--- config.mk ---
export PLATFORM = sky130hd
export DESIGN_NAME = breakpoint_step_monitor_entry
export DESIGN_NICKNAME = d
export VERILOG_FILES = /design/src/brk_pkg.sv /design/src/bp_hw_table.sv /design/src/breakpoint_step_monitor_entry.sv
export SDC_FILE = /design/constraint.sdc
export NUM_CORES = 1
export LEC_CHECK = 0
export BUFFER_PORTS_ARGS = -buffer_cell sky130_fd_sc_hd__buf_2
export CAP_MARGIN = 15
export CORE_MARGIN = 2
export CORE_UTILIZATION = 40
export DETAILED_ROUTE_END_ITERATION = 12
export GPL_TIMING_DRIVEN = 0
export PLACE_DENSITY_LB_ADDON = 0.1
export SLEW_MARGIN = 20
export SYNTH_ARGS = -nofsm -noshare
export SYNTH_HDL_FRONTEND = slang
export SYNTH_SLANG_ARGS = --single-unit
export TNS_END_PERCENT = 30
--- constraint.sdc ---
create_clock -name clk_sys_i -period 11.5 [get_ports clk_sys_i]
set_input_delay 0.575 -clock clk_sys_i [delete_from_list [all_inputs] [get_ports clk_sys_i]]
set_output_delay 0.575 -clock clk_sys_i [all_outputs]
set_load 0.03 [all_outputs]
--- src/brk_pkg.sv ---
/*
 * Shared constants and carriers for the breakpoint, single-step and monitor-entry logic.
 * Assumes a 32-bit processor bus with 16-bit instruction words and long-aligned fetches.
 */
package brk_pkg;

    localparam logic [15:0] BKPT_OPCODE       = 16'h484f;
    localparam logic [15:0] FRAME_FORMAT_WORD = 16'h007c;
    localparam logic [31:0] TRACE_VECTOR_OFS  = 32'h0000_0024;
    localparam logic [2:0]  BREAK_LEVEL       = 3'h7;
    localparam logic [2:0]  NO_LEVEL          = 3'h0;
    localparam logic [15:0] TRACE_MASK        = 16'hc000;
    localparam logic [15:0] PSW_RESET         = 16'h2700;
    localparam logic [15:0] FRAME_RESET       = 16'h0000;
    localparam logic [31:0] IACK_DATA         = 32'h0000_00ff;
    localparam logic [31:0] DATA_RESET        = 32'h0000_0000;
    localparam int          HW_SLOTS_DEFAULT  = 8;

    typedef enum logic [1:0] {
        CYC_NORMAL,
        CYC_INT_ACK,
        CYC_BKPT_ACK
    } cycle_kind_e;

    typedef struct packed {
        logic        valid;
        logic        write;
        logic        fetch;
        cycle_kind_e kind;
        logic [31:0] addr;
        logic [15:0] wdata;
    } bus_req_s;

    typedef struct packed {
        logic        ack;
        logic [31:0] rdata;
    } bus_rsp_s;

endpackage : brk_pkg

--- src/bp_hw_table.sv ---
/*
 * Table of breakpoint addresses served by opcode substitution on instruction fetch.
 * Assumes lookups come from long-aligned fetches; each slot holds one word address.
 */
`timescale 1ns/1ns
module bp_hw_table #(
    parameter int SLOTS = brk_pkg::HW_SLOTS_DEFAULT
) (
    input  wire logic        clk_sys_i,
    input  wire logic        sys_rst_i,
    input  wire logic        load_i,
    input  wire logic [31:0] load_addr_i,
    input  wire logic        clear_i,
    input  wire logic [31:0] look_addr_i,
    output logic             hit_hi_o,
    output logic             hit_lo_o,
    output logic             full_o
);
    localparam int IDX_W = (SLOTS > 1) ? $clog2(SLOTS) : 1;

    generate
        if (SLOTS < 1 || SLOTS > 64) begin : g_bad_slots
            $error("bp_hw_table: SLOTS must lie in 1..64");
        end
    endgenerate

    logic [SLOTS-1:0] valid_reg;
    logic [30:0]      addr_reg [SLOTS];
    logic [SLOTS-1:0] hit_hi_v;
    logic [SLOTS-1:0] hit_lo_v;
    logic [IDX_W-1:0] free_idx;
    logic             found;

    // Lowest free slot wins; a full table silently drops the load
    always_comb begin
        free_idx = '0;
        found    = 1'b0;
        for (int i = 0; i < SLOTS; i++) begin
            if (!valid_reg[i] && !found) begin
                free_idx = IDX_W'(i);
                found    = 1'b1;
            end
        end
    end

    genvar g;
    generate
        for (g = 0; g < SLOTS; g++) begin : g_slot
            assign hit_hi_v[g] = valid_reg[g] && (addr_reg[g] == {look_addr_i[31:2], 1'b0});
            assign hit_lo_v[g] = valid_reg[g] && (addr_reg[g] == {look_addr_i[31:2], 1'b1});

            always_ff @(posedge clk_sys_i or posedge sys_rst_i) begin
                if (sys_rst_i) begin
                    valid_reg[g] <= 1'b0;
                    addr_reg[g]  <= '0;
                end else if (load_i && found && free_idx == IDX_W'(g)) begin
                    // A load in the clearing cycle survives, so a placement is lost only when the table was already full
                    valid_reg[g] <= 1'b1;
                    addr_reg[g]  <= load_addr_i[31:1];
                end else if (clear_i) begin
                    valid_reg[g] <= 1'b0;
                end
            end
        end
    endgenerate

    assign hit_hi_o = |hit_hi_v;
    assign hit_lo_o = |hit_lo_v;
    assign full_o   = ~found;

endmodule : bp_hw_table

--- src/breakpoint_step_monitor_entry.sv ---
/*
 * Debug entry logic between the processor bus and the target bus: software breakpoints,
 * breakpoint placement, fetch substitution, single step and level-7 break.
 * Assumes the processor holds a request until acked and idles its bus while in the monitor.
 */
// Summary of operation
// With breakpoints enabled, any executed breakpoint instruction enters the monitor.
// Placing a breakpoint writes the breakpoint opcode to memory, then reads it back.
// Unwritable locations get the breakpoint opcode substituted on fetch by hardware.
// Users should place breakpoints only on an instruction's first word.
// Breakpoint acknowledge starts monitor entry; stacking proceeds as for a break.
// The breakpoint-acknowledge cycle is shown to the target bus.
// The breakpoint-acknowledge cycle is terminated here at once, target ignored.
// The target must not add wait states to breakpoint acknowledge.
// A step returns to the monitor after exactly one instruction.
// Step sets the trace bits, exits normally, then forces a break.
// Trace vector fetch, then handler prefetch, precede the forced break.
// Breaks use level 7; their interrupt acknowledge is hidden from target.
// Monitor exit always uses the four-word frame with fixed format word.
// With breakpoints disabled, no entry from acknowledge and no substitution.
`timescale 1ns/1ns
module breakpoint_step_monitor_entry #(
    parameter int HW_SLOTS = brk_pkg::HW_SLOTS_DEFAULT
) (
    input  wire logic             clk_sys_i,
    input  wire logic             sys_rst_i,
    input  wire logic             breakpoint_enable_command_i,
    input  wire logic             bp_set_i,
    input  wire logic [31:0]      bp_addr_i,
    input  wire logic             bp_clear_all_i,
    input  wire logic             run_i,
    input  wire logic             step_i,
    input  wire logic             break_i,
    input  wire logic [15:0]      psw_i,
    input  wire logic [31:0]      vector_base_i,
    input  wire brk_pkg::bus_req_s cpu_req_i,
    output brk_pkg::bus_rsp_s     cpu_rsp_o,
    output logic [2:0]            cpu_ipl_o,
    output brk_pkg::bus_req_s     tgt_req_o,
    input  wire brk_pkg::bus_rsp_s tgt_rsp_i,
    output logic                  in_monitor_o,
    output logic                  monitor_entry_o,
    output logic                  monitor_exit_o,
    output logic [15:0]           processor_status_word_o,
    output logic [15:0]           exit_frame_format_o,
    output logic                  bp_done_o,
    output logic                  bp_in_hardware_o,
    output logic                  bp_table_full_o
);
    typedef enum logic [2:0] {
        ST_RUN, ST_MONITOR, ST_STEP_EXEC, ST_STEP_TRACE, ST_BREAK
    } mon_state_e;
    typedef enum logic [1:0] {BP_IDLE, BP_WRITE, BP_READ, BP_CHECK} place_state_e;

    mon_state_e        state_reg, state_next;
    place_state_e      place_reg, place_next;
    logic              done_reg;
    logic [31:0]       rdata_reg;
    logic              entry_reg, exit_reg;
    logic [15:0]       psw_reg, frame_reg;
    logic [31:0]       bp_addr_reg;
    logic [15:0]       readback_reg;
    logic              bp_done_reg, bp_hw_reg;

    wire logic         in_mon      = (state_reg == ST_MONITOR);
    wire logic         cpu_cycle   = cpu_req_i.valid & ~done_reg & ~in_mon;
    wire logic         is_bkpt     = (cpu_req_i.kind == brk_pkg::CYC_BKPT_ACK);
    wire logic         is_iack     = (cpu_req_i.kind == brk_pkg::CYC_INT_ACK);
    wire logic         bkpt_taken  = cpu_cycle & is_bkpt & breakpoint_enable_command_i;
    wire logic         iack_hidden = cpu_cycle & is_iack & (state_reg == ST_BREAK);
    wire logic         own_term    = bkpt_taken | iack_hidden;
    wire logic         ack_now     = own_term | (cpu_cycle & tgt_rsp_i.ack);
    wire logic         place_idle  = (place_reg == BP_IDLE);
    wire logic         place_bus   = (place_reg == BP_WRITE) | (place_reg == BP_READ);
    wire logic         hit_hi, hit_lo;
    wire logic         sub_en      = breakpoint_enable_command_i & cpu_req_i.fetch;
    wire logic [31:0]  trace_addr  = vector_base_i + brk_pkg::TRACE_VECTOR_OFS;
    wire logic         trace_vec_rd = ack_now & ~cpu_req_i.write & ~cpu_req_i.fetch
                                      & (cpu_req_i.addr == trace_addr);
    wire logic         fetch_done  = ack_now & cpu_req_i.fetch;
    wire logic [31:0]  rdata_sub;
    wire logic [31:0]  cpu_data;
    wire brk_pkg::bus_req_s place_req;
    wire brk_pkg::bus_req_s fwd_req;
    wire logic [15:0]  read_word;
    wire logic         bp_mismatch = (readback_reg != brk_pkg::BKPT_OPCODE);

    // Substitution swaps just the word of the long fetch that holds the breakpoint
    assign rdata_sub = {(sub_en & hit_hi) ? brk_pkg::BKPT_OPCODE : tgt_rsp_i.rdata[31:16],
                        (sub_en & hit_lo) ? brk_pkg::BKPT_OPCODE : tgt_rsp_i.rdata[15:0]};
    assign cpu_data  = iack_hidden ? brk_pkg::IACK_DATA : rdata_sub;

    // Breakpoint placement owns the target bus only while the processor sits in the monitor
    assign place_req = '{valid: place_bus, write: (place_reg == BP_WRITE), fetch: 1'b0,
                         kind: brk_pkg::CYC_NORMAL, addr: bp_addr_reg,
                         wdata: brk_pkg::BKPT_OPCODE};
    // Target still sees breakpoint acknowledge; the hidden level-7 acknowledge never shows
    assign fwd_req   = '{valid: cpu_cycle & ~iack_hidden, write: cpu_req_i.write,
                         fetch: cpu_req_i.fetch, kind: cpu_req_i.kind,
                         addr: cpu_req_i.addr, wdata: cpu_req_i.wdata};
    assign tgt_req_o = in_mon ? place_req : fwd_req;
    assign read_word = bp_addr_reg[1] ? tgt_rsp_i.rdata[15:0] : tgt_rsp_i.rdata[31:16];

    bp_hw_table #(
        .SLOTS      (HW_SLOTS)
    ) u_table (
        .clk_sys_i  (clk_sys_i),
        .sys_rst_i  (sys_rst_i),
        .load_i     ((place_reg == BP_CHECK) & bp_mismatch),
        .load_addr_i(bp_addr_reg),
        .clear_i    (bp_clear_all_i),
        .look_addr_i(cpu_req_i.addr),
        .hit_hi_o   (hit_hi),
        .hit_lo_o   (hit_lo),
        .full_o     (bp_table_full_o)
    );

    always_comb begin
        state_next = state_reg;
        unique case (state_reg)
            ST_RUN: begin
                if (bkpt_taken) begin
                    state_next = ST_MONITOR;
                end else if (break_i) begin
                    state_next = ST_BREAK;
                end
            end
            ST_MONITOR: begin
                if (step_i && place_idle) begin
                    state_next = ST_STEP_EXEC;
                end else if (run_i && place_idle) begin
                    state_next = ST_RUN;
                end
            end
            ST_STEP_EXEC: begin
                if (bkpt_taken) begin
                    state_next = ST_MONITOR;
                end else if (trace_vec_rd) begin
                    state_next = ST_STEP_TRACE;
                end
            end
            ST_STEP_TRACE: begin
                if (bkpt_taken) begin
                    state_next = ST_MONITOR;
                end else if (fetch_done) begin
                    state_next = ST_BREAK;
                end
            end
            ST_BREAK: begin
                if (iack_hidden || bkpt_taken) begin
                    state_next = ST_MONITOR;
                end
            end
            default: state_next = ST_MONITOR;
        endcase
    end

    always_comb begin
        place_next = place_reg;
        unique case (place_reg)
            BP_IDLE:  if (bp_set_i && in_mon) place_next = BP_WRITE;
            BP_WRITE: if (tgt_rsp_i.ack) place_next = BP_READ;
            BP_READ:  if (tgt_rsp_i.ack) place_next = BP_CHECK;
            BP_CHECK: place_next = BP_IDLE;
        endcase
    end

    always_ff @(posedge clk_sys_i or posedge sys_rst_i) begin
        if (sys_rst_i) begin
            state_reg <= ST_RUN;
            place_reg <= BP_IDLE;
            done_reg  <= 1'b0;
            rdata_reg <= brk_pkg::DATA_RESET;
            entry_reg <= 1'b0;
            exit_reg  <= 1'b0;
        end else begin
            state_reg <= state_next;
            place_reg <= place_next;
            done_reg  <= ack_now;
            rdata_reg <= ack_now ? cpu_data : rdata_reg;
            entry_reg <= ~in_mon & (state_next == ST_MONITOR);
            exit_reg  <= in_mon & (state_next != ST_MONITOR);
        end
    end

    // Exit frame and status word are loaded together, so they match on the exit pulse
    always_ff @(posedge clk_sys_i or posedge sys_rst_i) begin
        if (sys_rst_i) begin
            psw_reg   <= brk_pkg::PSW_RESET;
            frame_reg <= brk_pkg::FRAME_RESET;
        end else if (in_mon && state_next != ST_MONITOR) begin
            psw_reg   <= (state_next == ST_STEP_EXEC) ? (psw_i | brk_pkg::TRACE_MASK)
                                                      : psw_i;
            frame_reg <= brk_pkg::FRAME_FORMAT_WORD;
        end
    end

    always_ff @(posedge clk_sys_i or posedge sys_rst_i) begin
        if (sys_rst_i) begin
            bp_addr_reg  <= '0;
            readback_reg <= '0;
            bp_done_reg  <= 1'b0;
            bp_hw_reg    <= 1'b0;
        end else begin
            bp_addr_reg  <= (place_idle && place_next == BP_WRITE) ? bp_addr_i : bp_addr_reg;
            readback_reg <= (place_reg == BP_READ && tgt_rsp_i.ack) ? read_word : readback_reg;
            bp_done_reg  <= (place_reg == BP_CHECK);
            bp_hw_reg    <= (place_reg == BP_CHECK) ? bp_mismatch : bp_hw_reg;
        end
    end

    assign cpu_rsp_o               = '{ack: done_reg, rdata: rdata_reg};
    assign cpu_ipl_o               = (state_reg == ST_BREAK) ? brk_pkg::BREAK_LEVEL
                                                             : brk_pkg::NO_LEVEL;
    assign in_monitor_o            = in_mon;
    assign monitor_entry_o         = entry_reg;
    assign monitor_exit_o          = exit_reg;
    assign processor_status_word_o = psw_reg;
    assign exit_frame_format_o     = frame_reg;
    assign bp_done_o               = bp_done_reg;
    assign bp_in_hardware_o        = bp_hw_reg;
endmodule : breakpoint_step_monitor_entry

==> run_results.csv, run 1 <==
group,metric,value,unit
routing,wire_per_inst,25.7,um
clocking,cts_setup_buffers,0,
clocking,clockBufferDepth,3,
synth,post_synth.cell_area_avg,11.7,um2
clocking,clock_buffers_created_by_tritoncts,43,
grt,grt_start_max_net_pins,73,
synth,ys_dominant_reg_cell,"sky130_fd_sc_hd__dfrtp_1",
worst_setup_path,worstSetupStartpointType,"input port",
power,power_density,232,nW/um2
placed_design,numPortBuffers,257,
layout,total_nets_final,2128,
sta,setup_viol_count_final,0,
synth,syn-instance-count,1630,
worst_setup_path,critPathKind,"input port to register",
sta,final.setup.tns,0,ns
synth,synth_enable_flop_cells,0,
outcome,outcome,"finished, final reports clean",
synth,netlist_top_cells_count,"sky130_fd_sc_hd__dfrtp_1 (359), sky130_fd_sc_hd__mux2_2 (318), sky130_fd_sc_hd__xnor2_1 (187)",
worst_setup_path,crit_chain,"clkbuf_1 > buf_2 > xnor2_1 > nand4_1 > nor4_1 > nand4b_1 > o21ai_0 > o41a_1 > buf_2 > o21ai_0",
worst_setup_path,worst-endpoint-arrival,4.29,ns
clocking,cts_root_buffer,"sky130_fd_sc_hd__clkbuf_16",
power,power.switching_fraction,40.0,%
grt,grt_overflow,0,
worst_setup_path,cp_max_fo,10,
synth,post_syn_area,19000,um2
die,initial_core_util,40.7,%
die,floorplan.core_area,46800,um2
clocking,htree_levels,2,
synth,ys_seq_elements,363,
synth,yosys.area.top_type,"sky130_fd_sc_hd__dfrtp_1",
grt,grt_pass1_wl,97000,um
worst_setup_path,worst-endpoint-required,11.94,ns
clocking,clk_pin_slew,0.06,ns
routing,first_pass_iters,5,
synth,yosys.cell_types.count,75,
hold_path,worstHoldPathType,"input port to async pin",
sta,number_of_pins_with_negative_max_slew_slack_in_the_final_report,0,
routing,drc,0,
synth,ys_top_cells_by_area,"sky130_fd_sc_hd__dfrtp_1 (47%), sky130_fd_sc_hd__mux2_2 (19%), sky130_fd_sc_hd__xnor2_1 (8.6%)",
power,power.sequential.fraction,34.1,%
layout,flow.area_growth_from_synthesis,19.0,%
die,chipWidth,222,um
routing,postRouteWirelength,66700,um
run,timing.max_cap.violations,0,
layout,instances_no_fill,2592,
die,die_area,49400,um2
grt,number_of_antenna_violations_at_the_first_check_in_global_routing,7,
sta,period_share,33.5,%
die,die_h,222,um
synth,synthMostInstantiatedCell,"sky130_fd_sc_hd__dfrtp_1",
clocking,clkLatencyLatePin,0.57,ns
grt,grt_util_all_layers,27.0,%
sta,fmax,260,MHz
power,static_leak,10.4,nW
sta,fin_worst_skew,0.0223,ns
worst_setup_path,crit_path_end_kind,"register",
routing,route.antenna.remaining_nets,0,
sta,hold_viol,0,
synth,ys_async_sr_fraction,100,%
worst_setup_path,crit_path_top_delay_cell,"sky130_fd_sc_hd__nor4_1",
layout,layout.core_utilization,48.5,%
placed_design,place.detailed.instances,2509,
synth,synth_largest_type_area_fraction,47.2,%
routing,num_vias,14050,
power,vdd.ir_drop.worst,0.157,mV
routing,detail_route.vias_per_cell,5.42,
placed_design,rd_place_congestion,0.889,
sta,timing.max_slew.rel_slack,22.5,%
clocking,cts_tree,"yes",
worst_setup_path,reg2reg_slack,8.12,ns
clocking,ctsHoldBuffers,0,
synth,synth-seq-area-share,47.7,%
die,std_cell_rows,79,
synth,yosys_warnings,0,
power,comb_pwr_share,40.5,%
layout,drive_above_1_share,38.1,%
clocking,number_of_sinks_handled_by_clock_tree_synthesis,363,
power,power.clock.fraction,25.3,%
placed_design,hpwlAfterDp,48200,um
die,top_ports,301,
layout,largest_register_ff_count,248,
layout,final.fill_count,4378,
grt,first_global_vias,14397,
sta,period_minus_slack,3.85,ns
sta,rsz0062_at_grt,"false",
worst_setup_path,cpPeakStageDelay,0.99,ns
power,power.internal,3.15,mW
power,net-switching-power,2.11,mW
sta,timing_worst_slew_pin_value,1.15,ns
clocking,cts-resized-gates,0,
routing,drt_iter0_markers,921,
[power groups by stage]
stage / registers (mW) / clock network (mW) / logic (mW)
3_3_place_gp: 1.81 / 0 / 2.11
2_1_floorplan: 1.96 / 0 / 1.24
5_1_grt: 1.83 / 1.41 / 2.27
4_1_cts: 1.79 / 1.35 / 2.15
3_5_place_dp: 1.82 / 0 / 2.14
6_report: 1.80 / 1.33 / 2.13
[critical path, delay by kind of cell]
kind | cells | cell delay (ns)
buf+inv | 3 | 1.39
simple gates | 3 | 1.29
compound gates | 3 | 0.75
xor+xnor | 1 | 0.26
[layout by cell type, fill, tap and decap left out, types with 16 or more instances in the layout]
cell	synthesis	routed
sky130_fd_sc_hd__dfrtp_1	359	359
sky130_fd_sc_hd__mux2_2	318	318
sky130_fd_sc_hd__buf_2	51	308
sky130_fd_sc_hd__xnor2_1	187	187
sky130_fd_sc_hd__xor2_1	90	90
sky130_fd_sc_hd__nand2_1	71	71
sky130_fd_sc_hd__nand4_1	66	66
sky130_fd_sc_hd__nor2_1	53	53
sky130_fd_sc_hd__clkbuf_1	40	49
sky130_fd_sc_hd__clkbuf_16	0	44
sky130_fd_sc_hd__nor4_1	40	38
sky130_fd_sc_hd__buf_1	32	32
sky130_fd_sc_hd__o21ai_0	30	30
sky130_fd_sc_hd__a21oi_1	27	27
sky130_fd_sc_hd__inv_1	25	24
sky130_fd_sc_hd__buf_4	20	20
sky130_fd_sc_hd__mux2i_1	20	20
sky130_fd_sc_hd__nand3_1	17	17
sky130_fd_sc_hd__nor2b_1	16	16
[cell type report]
type	count	area [um2]	share of cell area [%]
Antenna cell	7	17.5	0.0773
Sequential cell	363	9090	40.1
Clock inverter	14	113	0.497
Multi-Input combinational cell	1108	9230	40.7
Inverter	25	101	0.447
Buffer	144	682	3.01
Timing Repair Buffer	262	1420	6.28
Tap cell	607	759	3.35
Clock buffer	62	1250	5.51
[stage by stage]
stage	cell area, um2	total power, mW	setup WS [ns]	hold slack (ns)
after floorplan	19100	3.20	0.856	0.475
after global placement	21100	3.91	-3.69	0.465
after CTS	22600	5.30	7.65	0.00788
final	22700	5.26	7.65	0.00256
after detailed placement	21300	3.96	7.20	0.469
after global routing	22600	5.52	7.57	0.0378
[kinds of logic after synthesis]
group / Yosys count / share of synthesized area, %
other cells: 1 / 0.0197
simple gates: 336 / 9.81
buf+inv: 169 / 4.07
mux: 345 / 20.3
flops: 363 / 47.7
fa+ha+maj: 7 / 0.460
xor+xnor: 277 / 12.7
compound gates: 132 / 4.92
[path summary, 6_finish.rpt]
kind | to | depth (start not counted) | from
min in group clk_sys_i | bp_addr_reg[11] | 2 | bp_addr_i[11]
max in group asynchronous | bp_addr_reg[11] | 5 | sys_rst_i
worst min register to register | rdata_reg[23] | 2 | rdata_reg[23]
worst min-delay path | u_table.addr_reg[178] | 2 | sys_rst_i
worst max register to register | u_table.addr_reg[23] | 6 | place_reg[1]
worst max-delay path | rdata_reg[31] | 10 | cpu_req_i[25]
[metal layers]
metal	share of wire, %	vias to the layer above	wire length, um	track usage [%]
met5	0.019	-	13	0
met4	3.5	2	2320	10.1
met3	5.6	102	3730	4.48
met2	47	442	31700	44.8
met1	43	7173	29000	35.5
li1	-	6331	-	-
(Power assumes the default switching activity.)
==> run 2: changes to the inputs <==
==> constraint.sdc (replaced) <==
create_clock -name clk_sys_i -period 3.7 [get_ports clk_sys_i]
set_input_delay 0.185 -clock clk_sys_i [delete_from_list [all_inputs] [get_ports clk_sys_i]]
set_output_delay 0.185 -clock clk_sys_i [all_outputs]
set_load 0.03 [all_outputs]
==> run_results.csv, run 2 (synthesis results as in run 1) <==
group,metric,value,unit
die,die_area,49400,um2
layout,largest_register_ff_count,248,
clocking,clkLatencyLatePin,0.59,ns
placed_design,rd_place_congestion,0.907,
sta,period_minus_slack,3.41,ns
routing,drt_iter0_markers,945,
grt,number_of_antenna_violations_at_the_first_check_in_global_routing,1,
placed_design,pre_cts_slack,-0.243,ns
die,std_cell_rows,79,
die,top_ports,301,
power,static_leak,10.9,nW
worst_setup_path,r2r_cells,6,
power,power_density,700,nW/um2
sta,number_of_pins_with_negative_max_slew_slack_in_the_final_report,0,
clocking,ctsHoldBuffers,86,
placed_design,place_area,21500,um2
die,floorplan.core_area,46800,um2
sta,fmax,293,MHz
worst_setup_path,crit_path_end_kind,"register",
clocking,clk_pin_slew,0.06,ns
placed_design,numPortBuffers,257,
sta,timing.max_slew.rel_slack,30.5,%
routing,detail_route.vias_per_cell,5.33,
layout,drive_above_1_share,36.8,%
sta,rsz0062_at_grt,"false",
clocking,clock_buffers_created_by_tritoncts,43,
layout,flow.area_growth_from_synthesis,24.9,%
clocking,clockBufferDepth,3,
clocking,cts_tree,"yes",
worst_setup_path,cp_max_fo,10,
clocking,number_of_sinks_handled_by_clock_tree_synthesis,363,
sta,final.setup.tns,0,ns
worst_setup_path,worst-endpoint-required,4.16,ns
grt,grt_start_max_net_pins,34,
worst_setup_path,worst_r2r_endpoint,"u_table.addr_reg[68]",
sta,setup_viol_count_final,0,
sta,fin_ws,0.292,ns
sta,fin_worst_skew,0.0287,ns
routing,postRouteWirelength,67300,um
power,fin_total_pwr,16.6,mW
power,vdd.ir_drop.worst,0.403,mV
clocking,cts-resized-gates,0,
grt,first_global_vias,14489,
layout,final_cell_mix,"sky130_fd_sc_hd__dfrtp_1 (359), sky130_fd_sc_hd__mux2_2 (318), sky130_fd_sc_hd__buf_2 (308), sky130_fd_sc_hd__xnor2_1 (187), sky130_fd_sc_hd__xor2_1 (90)",
worst_setup_path,worst-endpoint-arrival,3.87,ns
sta,hold_viol,0,
clocking,cts_setup_buffers,0,
worst_setup_path,critPathKind,"register to register",
hold_path,worstHoldPathType,"input port to register",
sta,timing_worst_slew_pin_value,1.04,ns
die,die_h,222,um
hold_path,timing.hold.worst_path_depth,5,
worst_setup_path,reg2reg_slack,0.29,ns
routing,drc,0,
worst_setup_path,r2r-start,"place_reg[1]",
sta,period_share,92.1,%
layout,final.fill_count,4216,
layout,post-route-cell-area,23800,um2
layout,total_nets_final,2223,
grt,grt_overflow,0,
layout,most_common_library_cell_in_the_layout_ignoring_fill_and_taps,"sky130_fd_sc_hd__dfrtp_1",
placed_design,hpwlAfterDp,48500,um
run,timing.max_cap.violations,0,
hold_path,hold_path.startpoint,"cpu_req_i[50]",
hold_path,worstHoldEndpoint,"state_reg[2]",
grt,grt_pass1_wl,98400,um
routing,first_pass_iters,5,
worst_setup_path,worstSetupStartpointType,"register",
routing,num_vias,14317,
routing,wire_per_inst,25.1,um
die,chipWidth,222,um
clocking,cts_root_buffer,"sky130_fd_sc_hd__clkbuf_16",
grt,grt_util_all_layers,27.2,%
clocking,htree_levels,2,
routing,route.antenna.remaining_nets,0,
die,initial_core_util,40.7,%
outcome,outcome,"finished, final reports clean",
## run 2: cell types whose count changed in the layout (fill, tap and decap cells not counted), sizes merged
cell / previous run / this run
buf: 365 / 374
bufinv: 1 / 2
clkbuf: 103 / 111
clkinv: 11 / 5
clkinvlp: 1 / 2
diode: 7 / 1
dlygate4sd3: 0 / 86
inv: 26 / 25
## run 2: layout make-up
| class | instances | area [um2] | share of cell area (%) |
|---|---|---|---|
| plain buffers | 144 | 682 | 2.87 |
| diodes | 1 | 2.50 | 0.0105 |
| clock inverters | 9 | 138 | 0.579 |
| repair buffers | 357 | 2460 | 10.4 |
| multi-input cells | 1108 | 9240 | 38.9 |
| clock buffers | 70 | 1310 | 5.50 |
| flip-flops and latches | 363 | 9090 | 38.2 |
| inverters | 25 | 97.6 | 0.410 |
| well taps | 607 | 759 | 3.19 |
## run 2: critical path, cell delays in order, from the launching register on
cell	delay (ns)
sky130_fd_sc_hd__dfrtp_1	0.42
sky130_fd_sc_hd__ha_1	0.32
sky130_fd_sc_hd__o41ai_4	0.22
sky130_fd_sc_hd__a211oi_1	0.40
sky130_fd_sc_hd__nor3b_1	0.89
sky130_fd_sc_hd__clkbuf_1	0.61
sky130_fd_sc_hd__mux2_2	0.41
## run 2: worst max-delay path by stage
| stage | slack [ns] | to | cells after the start | start |
|---|---|---|---|---|
| CTS | 0.29 | tgt_req_o[45] | 6 | state_reg[0] |
| detailed placement | -0.24 | rdata_reg[26] | 9 | cpu_req_i[25] |
| global route | 0.14 | u_table.addr_reg[21] | 6 | place_reg[1] |
| global placement | -3.75 | bp_addr_reg[10] | 2 | sys_rst_i |
| finish | 0.29 | u_table.addr_reg[68] | 6 | place_reg[1] |
| floorplan | -1.35 | bp_addr_reg[0] | 1 | sys_rst_i |
## run 2: routing by layer
layer  GRT usage (%)  vias up  share of wire, %
met4            9.09        0               3.1
met2            46.3      495                48
met1            35.0     7218                43
li1                -     6509                 -
met5               0        -                 0
met3            4.76       95               5.7
## run 2: through the flow
| stage | util [%] | cells | hold WS [ns] |
|---|---|---|---|
| after floorplan | - | 1640 | 0.281 |
| after global placement | 45.2 | 2504 | 0.413 |
| after detailed placement | 45.9 | 2518 | 0.225 |
| final | 50.9 | 2684 | 0.121 |
| after global routing | 50.9 | 2683 | 0.168 |
| after CTS | 50.8 | 2683 | 0.0984 |
## run 2: where the power goes
| part | total [mW] | internal [mW] | switching [mW] |
|---|---|---|---|
| logic | 6.74 | 2.45 | 4.29 |
| clock network | 4.33 | 2.56 | 1.76 |
| registers | 5.58 | 5.02 | 0.555 |
| total | 16.6 | 10.0 | 6.61 |
